$ cat src/logic/tmu_defines.vh
// Purpose: constants for the two-family timer unit
// Assumes: byte addresses on a 32-bit apb bus
// Notes:   definitions only
`ifndef TMU_DEFINES_VH
`define TMU_DEFINES_VH

// ----------------------------------------
// register byte offsets
// ----------------------------------------
`define TMU_ADDR_CTRL      8'h00
`define TMU_ADDR_TA        8'h04
`define TMU_ADDR_TB        8'h08
`define TMU_ADDR_IRQ_STAT  8'h0C
`define TMU_ADDR_IRQ_MASK  8'h10
`define TMU_ADDR_STATUS    8'h14

// ----------------------------------------
// control register fields
// ----------------------------------------
`define TMU_CTRL_START_A   0
`define TMU_CTRL_START_B   1
`define TMU_CTRL_MODE_A_LO 2
`define TMU_CTRL_MODE_B_LO 4
`define TMU_CTRL_UP_A      6
`define TMU_CTRL_FREE_A    7
`define TMU_CTRL_MEAS_B    8
`define TMU_CTRL_WIDTH     9
`define TMU_CTRL_RESET     9'h000

// ----------------------------------------
// modes
// ----------------------------------------
`define TMU_MODE_TIMER     2'h0
`define TMU_MODE_EVENT     2'h1
`define TMU_MODE_ONESHOT   2'h2
`define TMU_MODE_PWM       2'h3
`define TMU_MODE_MEASURE   2'h2

// ----------------------------------------
// misc
// ----------------------------------------
`define TMU_CNT_WIDTH      16
`define TMU_TICK_DIV       4
`define TMU_IRQ_BITS       2

`endif

$ cat src/logic/tmu_timer_a.v
// Purpose: first timer family: timer, event, one-shot and pwm modes
// Assumes: tick and evtEdge are one-cycle enables on core_clk
// Notes:   reload moment lasts one cycle showing the wrapped value
`timescale 1ns/10ps
`include "tmu_defines.vh"
module tmu_timer_a #(
  parameter W = `TMU_CNT_WIDTH
) (
  input  wire         core_clk,
  input  wire         reset_n,
  input  wire         tick,
  input  wire         evtEdge,
  input  wire         start,
  input  wire [1:0]   mode,
  input  wire         upCount,
  input  wire         freeRun,
  input  wire         wrEn,
  input  wire [W-1:0] wrData,
  output wire [W-1:0] count,
  output wire         running,
  output reg          timer_pulse_output_pin,
  output reg          irqPulse
);
  reg [W-1:0] cnt_q, cnt_d, reload_q, reload_d;
  reg         pend_q, pend_d, run_q, run_d, out_d, irq_d;
  reg         startPrev_q;
  reg [1:0]   modePrev_q;
  wire        startRise = start & ~startPrev_q;
  wire        startFall = ~start & startPrev_q;
  wire        stepEn    = (mode == `TMU_MODE_EVENT) ? evtEdge : tick;
  wire        goUp      = (mode == `TMU_MODE_EVENT) & upCount;
  wire        modeIrq   = (mode != modePrev_q) &&
                          (mode == `TMU_MODE_ONESHOT || mode == `TMU_MODE_PWM) &&
                          (modePrev_q == `TMU_MODE_TIMER || modePrev_q == `TMU_MODE_EVENT);

  assign count   = cnt_q;   // live value, wrapped value at reload moment
  assign running = run_q;

  // ----------------------------------------
  // next-state logic
  // ----------------------------------------
  always @* begin
    cnt_d    = cnt_q;
    reload_d = wrEn ? wrData : reload_q;
    pend_d   = 1'b0;
    run_d    = run_q;
    out_d    = timer_pulse_output_pin;
    irq_d    = modeIrq;                         // mode selection flags
    case (mode)
      `TMU_MODE_ONESHOT: begin
        if (startRise) begin
          run_d = 1'b1;
          cnt_d = reload_q;
          out_d = 1'b1;
        end else if (run_q && startFall) begin
          run_d = 1'b0;
          cnt_d = reload_q;                     // stop and reload
          out_d = 1'b0;                         // output low
          irq_d = 1'b1;                         // request on abort
        end else if (run_q && tick) begin
          if (cnt_q == {W{1'b0}}) begin
            run_d = 1'b0;
            out_d = 1'b0;
            irq_d = 1'b1;
            cnt_d = reload_q;
          end else begin
            cnt_d = cnt_q - 1'b1;
          end
        end
      end
      `TMU_MODE_PWM: begin
        if (startRise) begin
          run_d = 1'b1;
          cnt_d = reload_q;
          out_d = 1'b1;
        end else if (run_q && startFall) begin
          run_d = 1'b0;                         // counter stops
          out_d = 1'b0;                         // low stays low, high goes low
          irq_d = irq_d | timer_pulse_output_pin; // request only if it was high
        end else if (run_q && tick) begin
          if (cnt_q == {W{1'b0}}) begin
            out_d = ~timer_pulse_output_pin;
            cnt_d = timer_pulse_output_pin ? ~reload_q : reload_q;
            irq_d = irq_d | timer_pulse_output_pin;
          end else begin
            cnt_d = cnt_q - 1'b1;
          end
        end
      end
      default: begin
        run_d = start;
        out_d = 1'b0;
        if (!start) begin
          if (wrEn)
            cnt_d = wrData;                     // halted write reads back
        end else if (pend_q) begin
          cnt_d = reload_q;
        end else if (stepEn) begin
          if (goUp) begin
            cnt_d = cnt_q + 1'b1;
            if (cnt_q == {W{1'b1}}) begin
              irq_d  = 1'b1;
              pend_d = ~freeRun;                // zero shown at reload moment
            end
          end else begin
            cnt_d = cnt_q - 1'b1;
            if (cnt_q == {W{1'b0}}) begin
              irq_d  = 1'b1;
              pend_d = ~(freeRun && mode == `TMU_MODE_EVENT); // all ones shown
            end
          end
        end
      end
    endcase
  end

  // ----------------------------------------
  // state registers
  // ----------------------------------------
  always @(posedge core_clk) begin
    if (!reset_n) begin
      cnt_q                  <= {W{1'b0}};
      reload_q               <= {W{1'b0}};
      pend_q                 <= 1'b0;
      run_q                  <= 1'b0;
      timer_pulse_output_pin <= 1'b0;
      irqPulse               <= 1'b0;
      startPrev_q            <= 1'b0;
      modePrev_q             <= `TMU_MODE_TIMER;
    end else begin
      cnt_q                  <= cnt_d;
      reload_q               <= reload_d;
      pend_q                 <= pend_d;
      run_q                  <= run_d;
      timer_pulse_output_pin <= out_d;
      irqPulse               <= irq_d;
      startPrev_q            <= start;
      modePrev_q             <= mode;
    end
  end
endmodule // tmu_timer_a

$ cat src/logic/tmu_timer_b.v
// Purpose: second timer family: timer, event and period/width measurement
// Assumes: tick, evtRise, evtFall are one-cycle enables on core_clk
// Notes:   measurement read returns the captured reload register
`timescale 1ns/10ps
`include "tmu_defines.vh"
module tmu_timer_b #(
  parameter W = `TMU_CNT_WIDTH
) (
  input  wire         core_clk,
  input  wire         reset_n,
  input  wire         tick,
  input  wire         evtRise,
  input  wire         evtFall,
  input  wire         start,
  input  wire [1:0]   mode,
  input  wire         measSel,
  input  wire         wrEn,
  input  wire [W-1:0] wrData,
  output wire [W-1:0] readValue,
  output wire         running,
  output reg          irqPulse
);
  reg [W-1:0] cnt_q, cnt_d, reload_q, reload_d;
  reg         pend_q, pend_d, first_q, first_d, irq_d, startPrev_q, measPrev_q;
  wire        isMeas  = mode[1];
  wire        stepEn  = (mode == `TMU_MODE_EVENT) ? evtRise : tick;
  wire        effEdge = measSel ? (evtRise | evtFall) : evtRise;

  assign readValue = isMeas ? reload_q : cnt_q;  // captured value in measurement mode, else live count
  assign running   = start;

  // ----------------------------------------
  // next-state logic
  // ----------------------------------------
  always @* begin
    cnt_d    = cnt_q;
    reload_d = reload_q;
    pend_d   = 1'b0;
    first_d  = first_q;
    irq_d    = 1'b0;
    if (isMeas) begin
      if (start && !startPrev_q) begin
        cnt_d   = {W{1'b0}};
        first_d = 1'b1;
      end else if (start) begin
        if (measSel != measPrev_q)
          irq_d = 1'b1;                         // select change while counting
        if (effEdge) begin
          reload_d = cnt_q;                     // first capture meaningless
          cnt_d    = {W{1'b0}};
          first_d  = 1'b0;
          irq_d    = irq_d | ~first_q;          // no request on first edge
        end else if (tick) begin
          cnt_d = cnt_q + 1'b1;
        end
      end
    end else begin
      if (wrEn)
        reload_d = wrData;
      if (!start) begin
        if (wrEn)
          cnt_d = wrData;                       // halted write reads back
      end else if (pend_q) begin
        cnt_d = reload_q;
      end else if (stepEn) begin
        cnt_d = cnt_q - 1'b1;
        if (cnt_q == {W{1'b0}}) begin
          irq_d  = 1'b1;
          pend_d = 1'b1;                        // all ones shown at reload moment
        end
      end
    end
  end

  // ----------------------------------------
  // state registers
  // ----------------------------------------
  always @(posedge core_clk) begin
    if (!reset_n) begin
      cnt_q       <= {W{1'b0}};
      reload_q    <= {W{1'b0}};
      pend_q      <= 1'b0;
      first_q     <= 1'b0;
      irqPulse    <= 1'b0;
      startPrev_q <= 1'b0;
      measPrev_q  <= 1'b0;
    end else begin
      cnt_q       <= cnt_d;
      reload_q    <= reload_d;
      pend_q      <= pend_d;
      first_q     <= first_d;
      irqPulse    <= irq_d;
      startPrev_q <= start;
      measPrev_q  <= measSel;
    end
  end
endmodule // tmu_timer_b

$ cat src/logic/tmu_top.v
// Purpose: apb-facing timer unit with two timer families and one interrupt
// Assumes: pins synchronous to core_clk; zero-wait apb slave
// Notes:   read data is captured in the setup cycle
`timescale 1ns/10ps
`include "tmu_defines.vh"
module tmu_top #(
  parameter W        = `TMU_CNT_WIDTH,
  parameter TICK_DIV = `TMU_TICK_DIV
) (
  input  wire        core_clk,
  input  wire        reset_n,
  input  wire        psel,
  input  wire        penable,
  input  wire        pwrite,
  input  wire [7:0]  paddr,
  input  wire [31:0] pwdata,
  output reg  [31:0] prdata,
  output reg         pready,
  output reg         pslverr,
  input  wire        eventPinA,
  input  wire        eventPinB,
  output wire        timer_pulse_output_pin,
  output reg         irq
);
  reg [`TMU_CTRL_WIDTH-1:0] ctrl_q;
  reg [`TMU_IRQ_BITS-1:0]   irqStat_q, irqStat_d, irqMask_q;
  reg [7:0]                 div_q;
  reg                       tick_q, pinA_q, pinB_q;
  wire [W-1:0]              countA, valueB;
  wire                      runA, runB, irqA, irqB;
  wire                      wrDone = psel & penable & pready & pwrite;

  // address decode, used by read and write paths
  function mapped;
    input [7:0] a;
    begin
      mapped = (a == `TMU_ADDR_CTRL) || (a == `TMU_ADDR_TA) || (a == `TMU_ADDR_TB) ||
               (a == `TMU_ADDR_IRQ_STAT) || (a == `TMU_ADDR_IRQ_MASK) || (a == `TMU_ADDR_STATUS);
    end
  endfunction

  wire wrCtrl = wrDone && paddr == `TMU_ADDR_CTRL;
  wire wrTa   = wrDone && paddr == `TMU_ADDR_TA;
  wire wrTb   = wrDone && paddr == `TMU_ADDR_TB;
  wire wrStat = wrDone && paddr == `TMU_ADDR_IRQ_STAT;
  wire wrMask = wrDone && paddr == `TMU_ADDR_IRQ_MASK;

  // ----------------------------------------
  // prescaler and pin edge detect
  // ----------------------------------------
  always @(posedge core_clk) begin
    if (!reset_n) begin
      div_q  <= 8'h00;
      tick_q <= 1'b0;
      pinA_q <= 1'b0;
      pinB_q <= 1'b0;
    end else begin
      tick_q <= (div_q == TICK_DIV[7:0] - 8'h01);
      div_q  <= (div_q == TICK_DIV[7:0] - 8'h01) ? 8'h00 : div_q + 8'h01;
      pinA_q <= eventPinA;
      pinB_q <= eventPinB;
    end
  end

  // ----------------------------------------
  // timer instances
  // ----------------------------------------
  tmu_timer_a #(.W(W)) uTimerA (
    .core_clk               (core_clk),
    .reset_n                (reset_n),
    .tick                   (tick_q),
    .evtEdge                (eventPinA & ~pinA_q),
    .start                  (ctrl_q[`TMU_CTRL_START_A]),
    .mode                   (ctrl_q[`TMU_CTRL_MODE_A_LO+1:`TMU_CTRL_MODE_A_LO]),
    .upCount                (ctrl_q[`TMU_CTRL_UP_A]),
    .freeRun                (ctrl_q[`TMU_CTRL_FREE_A]),
    .wrEn                   (wrTa),
    .wrData                 (pwdata[W-1:0]),
    .count                  (countA),
    .running                (runA),
    .timer_pulse_output_pin (timer_pulse_output_pin),
    .irqPulse               (irqA)
  );

  tmu_timer_b #(.W(W)) uTimerB (
    .core_clk  (core_clk),
    .reset_n   (reset_n),
    .tick      (tick_q),
    .evtRise   (eventPinB & ~pinB_q),
    .evtFall   (~eventPinB & pinB_q),
    .start     (ctrl_q[`TMU_CTRL_START_B]),
    .mode      (ctrl_q[`TMU_CTRL_MODE_B_LO+1:`TMU_CTRL_MODE_B_LO]),
    .measSel   (ctrl_q[`TMU_CTRL_MEAS_B]),
    .wrEn      (wrTb),
    .wrData    (pwdata[W-1:0]),
    .readValue (valueB),
    .running   (runB),
    .irqPulse  (irqB)
  );

  // ----------------------------------------
  // sticky status, set wins over write-one clear
  // ----------------------------------------
  always @* begin
    irqStat_d = irqStat_q & ~(wrStat ? pwdata[`TMU_IRQ_BITS-1:0] : {`TMU_IRQ_BITS{1'b0}});
    irqStat_d = irqStat_d | {irqB, irqA};       // request bits
  end

  // ----------------------------------------
  // registers and interrupt line
  // ----------------------------------------
  always @(posedge core_clk) begin
    if (!reset_n) begin
      ctrl_q    <= `TMU_CTRL_RESET;
      irqStat_q <= {`TMU_IRQ_BITS{1'b0}};
      irqMask_q <= {`TMU_IRQ_BITS{1'b0}};
      irq       <= 1'b0;
    end else begin
      if (wrCtrl)
        ctrl_q <= pwdata[`TMU_CTRL_WIDTH-1:0];
      if (wrMask)
        irqMask_q <= pwdata[`TMU_IRQ_BITS-1:0];
      irqStat_q <= irqStat_d;
      irq       <= |(irqStat_q & irqMask_q);
    end
  end

  // ----------------------------------------
  // apb answer: ready in first access cycle
  // ----------------------------------------
  always @(posedge core_clk) begin
    if (!reset_n) begin
      prdata  <= 32'h00000000;
      pready  <= 1'b0;
      pslverr <= 1'b0;
    end else begin
      pready  <= psel & ~penable;
      pslverr <= psel & ~penable & ~mapped(paddr);
      if (psel & ~penable & ~pwrite) begin
        case (paddr)
          `TMU_ADDR_CTRL:     prdata <= {{(32-`TMU_CTRL_WIDTH){1'b0}}, ctrl_q};
          `TMU_ADDR_TA:       prdata <= {{(32-W){1'b0}}, countA};
          `TMU_ADDR_TB:       prdata <= {{(32-W){1'b0}}, valueB};
          `TMU_ADDR_IRQ_STAT: prdata <= {{(32-`TMU_IRQ_BITS){1'b0}}, irqStat_q};
          `TMU_ADDR_IRQ_MASK: prdata <= {{(32-`TMU_IRQ_BITS){1'b0}}, irqMask_q};
          `TMU_ADDR_STATUS:   prdata <= {29'h00000000, runB, runA, timer_pulse_output_pin};
          default:            prdata <= 32'h00000000;
        endcase
      end
    end
  end
endmodule // tmu_top

$ cat config.mk
export PLATFORM = sky130hd
export DESIGN_NAME = tmu_top
export DESIGN_NICKNAME = d
export VERILOG_FILES = /design/src/logic/tmu_timer_a.v /design/src/logic/tmu_timer_b.v /design/src/logic/tmu_top.v
export VERILOG_INCLUDE_DIRS = /design/src /design/src/logic
export SDC_FILE = /design/constraint.sdc
export NUM_CORES = 1
export LEC_CHECK = 0
export BUFFER_PORTS_ARGS = -buffer_cell sky130_fd_sc_hd__buf_2
export CORE_UTILIZATION = 31
export DETAILED_ROUTE_END_ITERATION = 16
export PLACE_DENSITY = 0.58
export SLEW_MARGIN = 10
export SYNTH_ARGS = -nofsm -noshare
export SYNTH_HDL_FRONTEND = slang
export SYNTH_SLANG_ARGS = --single-unit
export TNS_END_PERCENT = 10
$ cat constraint.sdc
create_clock -name core_clk -period 3.8 [get_ports core_clk]
set_input_delay 0.19 -clock core_clk [delete_from_list [all_inputs] [get_ports core_clk]]
set_output_delay 0.19 -clock core_clk [all_outputs]
set_load 0.01 [all_outputs]
# [After elaboration in Yosys (flattened, before gate mapping)]
# Cells that the tools add are included.
[totals] word_cells=209 out_inout_bits=36 input_bits=47 reg_bits=135
[classes] n_mux=78 eq_ne=28 bitwise_logic=34 add_sub_neg=5 reduce_logical=38
[op_table] cell="$mux 16" count=28
[op_table] cell="$pmux 16 s6" count=1
[op_table] cell="$mux 1" count=44
[op_table] cell="$add 16x1->16 const B" count=2
[op_table] cell="$logic_not 16->1" count=2
[op_table] cell="$pmux 16 s2" count=1
[op_table] cell="$sub 16x1->16 const B" count=2
[op_table] cell="$eq 16x16->1 const B" count=1
[op_table] cell="$eq 8x4->1 const B" count=2
[op_table] cell="$eq 8x5->1 const B" count=2
[op_table] cell="$ne 4x3->1 const B" count=4
[op_table] cell="$not 16->16" count=1
[op_table] cell="$not 1->1" count=14
[op_table] cell="$and 1x1->1" count=12
[op_table] cell="$ne 3x2->1 const B" count=4
[op_table] cell="$reduce_and 4->1" count=3
[op_table] cell="$logic_and 1x1->1" count=11
[op_table] cell="$add 8x1->8 const B" count=1
[op_table] cell="$eq 8x2->1 const B" count=1
[op_table] cell="$eq 8x3->1 const B" count=1
[op_table] cell="$logic_not 8->1" count=1
[op_table] cell="$ne 4x1->1 const B" count=2
[op_table] cell="$logic_or 1x1->1" count=7
[op_table] cell="$eq 2x1->1 const B" count=3
[op_table] cell="other kinds (21)" count=33

# [Logic depth before layout (Yosys ltp)]
# Gate-level depths: netlist of the first run.
[depth] depth_word=10 ltp_mapped=11 mapped_depth_nobuf=8

# [By module]
# From an unflattened synthesis of the first run, not the netlist that was laid out.
[unflattened] cells_unflattened=1040 hier_area_um2=8250.4
[modules_own_cells] mod="tmu_timer_a" seq_area_each_um2=760.7 area_per_inst_um2=3393.3 cells_per_inst=459 n_inst=1
[modules_own_cells] mod="tmu_timer_b" seq_area_each_um2=740.7 area_per_inst_um2=2822.7 cells_per_inst=356 n_inst=1
[modules_own_cells] mod="tmu_top" seq_area_each_um2=860.8 area_per_inst_um2=2034.5 cells_per_inst=225 n_inst=1

# [Worst setup path before layout of the first run]
# OpenSTA, ideal clock, no wires.
[synth_path] path_type="register -> register" from="reg uTimerA.cnt_q[0] (netlist: uTimerA.count[0])" to="reg uTimerA.cnt_q[15] (netlist: uTimerA.count[15])" path_stages_with_launch=11 setup_slack_ns=1.228 setup_ns=0.120 synth_period_minus_slack_ns=2.572 t_required_ns=3.680 path_buffers=2 arrival_time_ns=2.453 path_cell_list="dfxtp_1 -> clkbuf_1 -> inv_1 -> ha_1 -> nor4b_2 -> and4_1 -> buf_2 -> nor3_1 -> a211oi_1 -> or4_1 -> o31a_1"
[synth_between] elab_chain_len=6 elab_cells_between_ends=16 classes_between="2 x add/sub; 13 x mux; 1 x reduce/logical"
[synth_lines] item="start: declaration" line_no="tmu_timer_a.v:24" text="reg [W-1:0] cnt_q, cnt_d, reload_q, reload_d;"
[synth_lines] item="start signal: assignment" line_no="tmu_timer_a.v:122" text="cnt_q <= {W{1'b0}};"
[synth_lines] item="start signal: assignment" line_no="tmu_timer_a.v:131" text="cnt_q <= cnt_d;"
[synth_lines] item="$sub 16x1->16 (tied with other cells)" line_no="tmu_timer_a.v:67, tmu_timer_a.v:86, tmu_timer_a.v:106"
[synth_lines] item="$mux 16 (on tied branches)" line_no="tmu_timer_a.v:99, tmu_timer_a.v:61, tmu_timer_a.v:81"
[synth_lines] item="$mux 16 (on tied branches)" line_no="tmu_timer_a.v:98, tmu_timer_a.v:60, tmu_timer_a.v:80"
[synth_lines] item="$mux 16 (on tied branches)" line_no="tmu_timer_a.v:96, tmu_timer_a.v:55, tmu_timer_a.v:76"
[synth_lines] item="$mux 16 (on tied branches)" line_no="tmu_timer_a.v:93, tmu_timer_a.v:72, tmu_timer_a.v:51"
[synth_lines] item="$pmux 16 s2 *" line_no="tmu_timer_a.v:49" text="case (mode)"
# Every way passes the cells marked *; elsewhere a longest branch is shown, timed or not. The select of a mux whose other input is x is not followed.
# A chain may end at the register's enable or synchronous reset.

# [Final worst setup path of the first run]
# Ends and elaborated chain as after synthesis.

==> key figures, run 1 <==
Finish
  – Fillers: between 2000 and 3000
  – P&R area growth vs syn: 12.4%
  – Nets: 1164
  – FF/Latch Area: 2360 µm²
  – Commonest non-fill, non-tap cell in the layout: nand2_1
  – Non-Filler Instances: approximately 1500
  – Most frequent cells in the layout: nand2_1 (127), dfxtp_1 (117), nor2_1 (102)
  – Layout cell share with drive strength beyond 1: 0.126
  – Finished Core Util: 0.356
  – N_diodes: 0
  – Multi-input logic area: approximately 5300 µm²

Synth
  – Largest cells by area after synthesis: dfxtp_1 (29%), nand2_1 (5.8%), nor2_1 (4.6%), a21oi_1 (4.6%), mux2i_1 (4.4%)
  – Synthesized area: 8280 µm²
  – Syn avg cell area: ~7.4 µm²
  – Post-synth EDFFs: 0
  – Post-Syn Instances: ~1100
  – Leading area contributor after synthesis: dfxtp_1
  – Yosys reg bits: approximately 120
  – Sequential share of the synthesized area: 0.285
  – Yosys cell types: just under 80
  – Async SR Flop Fraction: 0
  – Yosys warnings: 0
  – Top-area cell type share of the netlist area: 0.285
  – Post-synth top flop: dfxtp_1

Pwr
  – Combinational power share: 0.047
  – Internal: 2430 µW
  – Seq pwr share: 0.391
  – NetSw: between 700 and 800 µW
  – Clock share of power: 0.562
  – Peak VDD IR: 0.285 mV
  – Power per Cell Area: roughly 340 nW/µm²
  – Leakage: between 0.003 and 0.004 µW
  – Sw Ratio: 0.240

Clock tree
  – Skew-Pair Late Insertion Delay: 0.43 ns
  – Max Root-Sink Buffers: 2
  – CTS tree: done
  – Root Driver: clkbuf_16
  – CTS sink cnt: around 120
  – Worst-path clk slew: 0.06 ns
  – Post-CTS Resized: 0
  – Num CTS Buffers: 17
  – H-tree depth: 4

Detailed routing
  – Drt total wl: 29500 µm
  – Drt pass-1 iters: 11
  – Drt first-iter violations: 928
  – Detailed-route via count: around 8500
  – Final routed DRC violation total: 4
  – DR vias/cell: ~5.8
  – Post-route ant nets: 0
  – Detail-routed net length per standard cell: roughly 20 µm

Setup path
  – CP dominant cell by count: or4_1
  – Worst-path fanout max: 10
  – Worst EP arrival: approximately 3.2 ns
  – Crit-path cells: or4_1 -> nor4_2 -> xnor2_1 -> a211oi_1 -> or4_1 -> o31a_1
  – Crit start category: register
  – Worst setup EP type: register
  – Crit-path max cell delay: 0.78 ns
  – Crit path required time: about 4.1 ns
  – Slowest-stage cell, CP: or4_1
  – Crit path kind: register to register

Global routing
  – Initial antenna violation count: 0
  – All-Layer GR Usage: 0.217
  – GR Overflow Total: 0
  – Vias in the first global route: between 7000 and 8000
  – Wire length of the first global-routing pass: between 40000 and 50000 µm
  – Largest net degree at the start of global routing: 45

Floorplanning
  – Core area: approximately 26000 µm²
  – I/O pins: between 80 and 90
  – Row cnt: around 60
  – Die Y: 165 µm
  – Total die area: around 27000 µm²
  – Initial Util: 0.317
  – Die width: ~170 µm

Timing
  – RSZ-0062 raised after global routing: false
  – Setup TNS Final: 0 ns
  – Fmax: 351 MHz
  – Period utilization: 0.749
  – Worst Tran Pin Value: about 1.0 ns
  – Setup violators final: 0
  – Final count of pins violating max slew: 0
  – Relative slew slack: 0.320
  – Final min period: between 2 and 3 ns
  – Fin. Hold Viols: 0
  – Clock skew: 0.0137 ns

Placement
  – Port Buffers: 50
  – DPL Wire Length: ~21000 µm
  – Post-Place Cells: around 1400
  – RePlAce Congestion: between 0.9 and 1

Run status
  – Status: finished with violations
  – Failing checks: design-rule violations

Hold path
  – Hold Path Class: input port to register

Job
  – Max-cap violations: 0
## cell type report
cell class / instances / area share
clock buffers: 19 / 0.0487
clock inverters: 13 / 0.0210
inverters: 22 / 0.00887
multi-input cells: 870 / 0.569
flip-flops and latches: 118 / 0.254
well taps: 335 / 0.0450
repair buffers: 80 / 0.0532
## worst max-delay path, delay by kind of cell (launching register included)
family	cells	cell delay (ns)
and+or+nand+nor	3	1.68
xor gates and xnor gates	1	0.23
AOI/OAI and AO/OA	2	0.38
DFF	1	0.43
## power groups by stage
stage / sequential [µW] / clock, µW / combinational, µW
6_report: 1250 / 1800 / 150
5_1_grt: 1250 / 1860 / 163
4_1_cts: 1250 / 1820 / 148
3_5_place_dp: 1280 / 0 / 146
3_3_place_gp: 1280 / 0 / 145
2_1_floorplan: 1280 / 0 / 92.8
## through the flow
| step | area, µm² | hold slack, ns | total power (µW) | setup slack (ns) |
|---|---|---|---|---|
| 6_report | 9310 | 0.0639 | 3200 | 0.954 |
| 3_5_place_dp | 8630 | 0.419 | 1420 | 1.01 |
| 5_1_grt | 9310 | 0.0741 | 3280 | 0.818 |
| 2_1_floorplan | 8340 | 0.274 | 1370 | 1.23 |
| 4_1_cts | 9310 | 0.0499 | 3220 | 0.993 |
| 3_3_place_gp | 8630 | 0.412 | 1420 | 1.01 |
## metal layers
metal | wire (µm) | vias to the layer above | track usage
li1 | - | 3999 | -
met1 | 13300 | 4040 | 0.303
met2 | 13300 | 382 | 0.334
met3 | 2370 | 42 | 0.0445
met4 | 546 | 0 | 0.0603
met5 | 0 | - | 0
## path summary, 6_finish.rpt
check	to	cells past startpoint	slack (ns)	from
setup / recovery	uTimerA.count[15]	6	0.95	uTimerA.count[0]
setup reg to reg	uTimerA.count[15]	6	0.95	uTimerA.count[0]
hold reg to reg	irqStat_q[1]	2	0.44	uTimerB.irqPulse
hold / removal	uTimerA.reload_q[14]	3	0.06	pwdata[14]
## synthesized netlist by cell type, types with 8 or more instances
cell	count
nand2_1	127
dfxtp_1	118
nor2_1	102
a21oi_1	76
o21ai_0	69
clkbuf_1	65
nand3_1	52
mux2i_1	36
nor3_1	35
xnor2_1	28
xor2_1	28
a211oi_1	26
a31oi_1	26
nand4_1	23
inv_1	22
buf_2	21
buf_4	18
a22oi_1	14
and2_1	14
o211ai_1	13
a221oi_1	12
and3_1	11
nand2b_1	11
or4_1	10
ha_1	8
nor2b_1	8
## state kept, by name, indices dropped and copies added (netlist names), 2 cells and up
name and cells:
prdata 16, uTimerA.count 16, uTimerA.reload_q 16, uTimerB.cnt_q 16, uTimerB.reload_q 16, ctrl_q 9, div_q 8, irqMask_q 2
irqStat_q 2
## cell families (layout without fill, tap and decap cells)
kind of cell               count (synthesis)  in the layout  synth area share
and+or+nand+nor                          442            442             0.268
adders and majority gates                  8              8            0.0121
AOI/OAI and AO/OA                        305            305             0.239
other                                      1             16          0.000453
muxes                                     43             43            0.0530
xor gates and xnor gates                  56             56            0.0592
DFF                                      118            118             0.285
buffers and inverters                    141            134            0.0830
## repair_timing
item / in CTS / in global routing
buffers inserted: 0 / 0
hold buffers: 3 / 0
hold endpoints to repair: 3 / 0
No activity file was read; power rests on OpenSTA's default activity.
==> inputs of run 2 (changes only) <==
Settings changed: PLACE_DENSITY 0.58 to 0.6.
Clock period 3.8 ns to 2.57 ns, I/O delays scaled along.
==> run 2 against run 1 <==
Critical path type unchanged. Largest cell class unchanged. Critical path depth unchanged. Final cell count up 4.3%. Sequential power up 48%. Count of clock-buffer cells in the layout up 2. Fmax up 15%. Hold slack worse by 0.051 ns. Setup slack worse by 0.87 ns. Sequential cell count unchanged. Sequential share of layout area down 1.3 points. The run still ends with design-rule violations left. Global-route usage up 1.0 points. Largest power group unchanged.
==> key figures, run 2 (same netlist as run 1, synthesis figures left out) <==
Setup path
  – Stages on worst setup path: 6
  – Worst reg2reg endpoint: uTimerA.count[15]
  – Worst EP arrival: 2.80 ns
  – CP dominant cell by count: or4_1
  – Launching point of the worst reg2reg path: uTimerA.count[7]
  – Critical Path Sink: uTimerA.count[15]
  – Crit start category: register
  – Slowest-stage cell, CP: or4_1
  – Worst-path fanout max: 3
  – Cell depth of the worst flop-to-flop path: 6
  – Family with the most delay on the worst path: simple AND/OR/NAND/NOR gates
  – R2r setup slk: 0.09 ns
  – Crit path kind: register to register
  – Worst setup EP type: register
  – Crit-path cells: or4_1 -> nor4_4 -> xnor2_2 -> a211oi_1 -> or4_1 -> o31a_1
  – Crit path required time: between 2 and 3 ns
  – Crit path launch: uTimerA.count[7]
  – Crit-path max cell delay: slightly below 0.6 ns
  – WP buf/inv: 0

Detailed routing
  – Drt pass-1 iters: 13
  – Drt total wl: around 30000 µm
  – Detailed-route via count: 8635
  – Post-route ant nets: 0
  – DR vias/cell: between 5 and 6
  – Drt first-iter violations: 784
  – Final routed DRC violation total: 7
  – Detail-routed net length per standard cell: ~20 µm

Clock tree
  – Worst-path clk slew: around 0.06 ns
  – CTS tree: done
  – Skew-Pair Late Insertion Delay: 0.43 ns
  – Root Driver: clkbuf_16
  – Num CTS Buffers: 17
  – CTS sink cnt: roughly 120
  – Max Root-Sink Buffers: 2
  – H-tree depth: 4

Placement
  – Post-Place Cells: 1481
  – Port Buffers: 50
  – DPL Wire Length: about 23000 µm
  – RePlAce Congestion: between 0.9 and 1
  – Post-placement setup slack: between 0.1 and 0.15 ns
  – Placed cell areas: roughly 9100 µm²

Timing
  – RSZ-0062 raised after global routing: true
  – Final min period: about 2.5 ns
  – Clock skew: around 0.012 ns
  – Setup violators final: 0
  – Period utilization: 0.966
  – Fmax: between 400 and 500 MHz
  – Final WS setup: roughly 0.087 ns
  – Fin. Hold Viols: 0
  – Worst Tran Pin Value: between 0.9 and 1 ns
  – Relative slew slack: 0.346
  – Final count of pins violating max slew: 0

Global routing
  – Vias in the first global route: roughly 8000
  – Wire length of the first global-routing pass: roughly 47000 µm
  – Met2 usage: 0.352
  – GR Overflow Total: 0
  – Met3 global-route usage: 0.0345
  – Busiest grt layer: met2
  – Initial antenna violation count: 0
  – All-Layer GR Usage: 0.227
  – Largest net degree at the start of global routing: 37
  – Met1 GRT Util: 0.321

Job
  – Max-cap violations: 0

Pwr
  – NetSw: 1100 µW
  – Combinational power share: 0.052
  – Leakage: approximately 0.0037 µW
  – Sw Ratio: 0.239
  – Power per Cell Area: 468 nW/µm²
  – Clock share of power: 0.546
  – Seq pwr share: 0.403
  – Internal: roughly 3500 µW
  – Peak VDD IR: around 0.47 mV

Run status
  – Status: finished with violations
  – Failing checks: design-rule violations

Floorplanning
  – I/O pins: 83
  – Die width: around 170 µm
  – Die Y: 165 µm
  – Total die area: between 20000 and 30000 µm²
  – Core area: around 26000 µm²
  – Initial Util: 0.317
  – Row cnt: around 60

Finish
  – Most frequent cells in the layout: nand2_1 (127), dfxtp_1 (117), nor2_1 (102)
  – N_diodes: 0
  – Cell area after layout: around 10000 µm²
  – Fillers: roughly 2800
  – P&R area growth vs syn: 18.5%
  – Non-Filler Instances: 1520
  – Nets: ~1200
  – Layout cell share with drive strength beyond 1: 0.170
  – Commonest non-fill, non-tap cell in the layout: nand2_1

Hold path
  – Hold Path Class: input port to register
  – HP Start: psel
-- run 2: cell types whose count changed in the layout (fill, tap and decap cells not counted), sizes merged --
cell         change
buf             +60
dlygate4sd3      +3
clkbuf           +2
bufinv           -1
inv              -1
-- run 2: how the worst min path moves through the flow --
stage / endpoint / cells past startpoint
after floorplan: pready / 1
final: pready / 2
after global placement: pinA_q / 2
after global routing: pready / 2
after detailed placement: pinA_q / 2
after CTS: uTimerA.reload_q[13] / 3
-- run 2: power by group through the flow --
stage | Sequential [µW] | Combinational, µW | Clock (µW)
after floorplan | 1890 | 137 | 0
after global placement | 1890 | 224 | 0
after detailed placement | 1890 | 225 | 0
after CTS | 1850 | 234 | 2540
after global routing | 1850 | 258 | 2600
final | 1850 | 237 | 2510
-- run 2: cell type report --
class,count,area [µm²],share of cell area
clock inverter,11,149,0.0152
sequential,118,2360,0.241
tap,335,419,0.0427
timing repair buffer,143,1000,0.102
inverter,22,82.6,0.00842
multi-input combinational,870,5340,0.544
clock buffer,21,460,0.0469
-- run 2: layer usage --
metal  up-vias  share of wire
met5         -              0
met3        50          0.060
met2       318           0.46
met1      4157           0.46
met4         0          0.021
li1       4110              -
-- run 2: what timing repair did --
action / CTS / global route
endpoints found under the setup margin: 0 / 5
gates resized for setup: 0 / 6
hold endpoints to repair: 6 / 0
hold buffers: 6 / 0
setup buffers: 0 / 1
-- run 2: metrics by stage --
step,setup TNS [ns],power (µW),utilization,hold slack [ns]
detailed placement,0,2110,0.348,0.356
floorplan,0,2030,-,0.212
finish,0,4590,0.375,0.0133
CTS,0,4620,0.374,0.00111
global placement,0,2110,0.348,0.351
global route,-0.0230,4710,0.375,0.0143
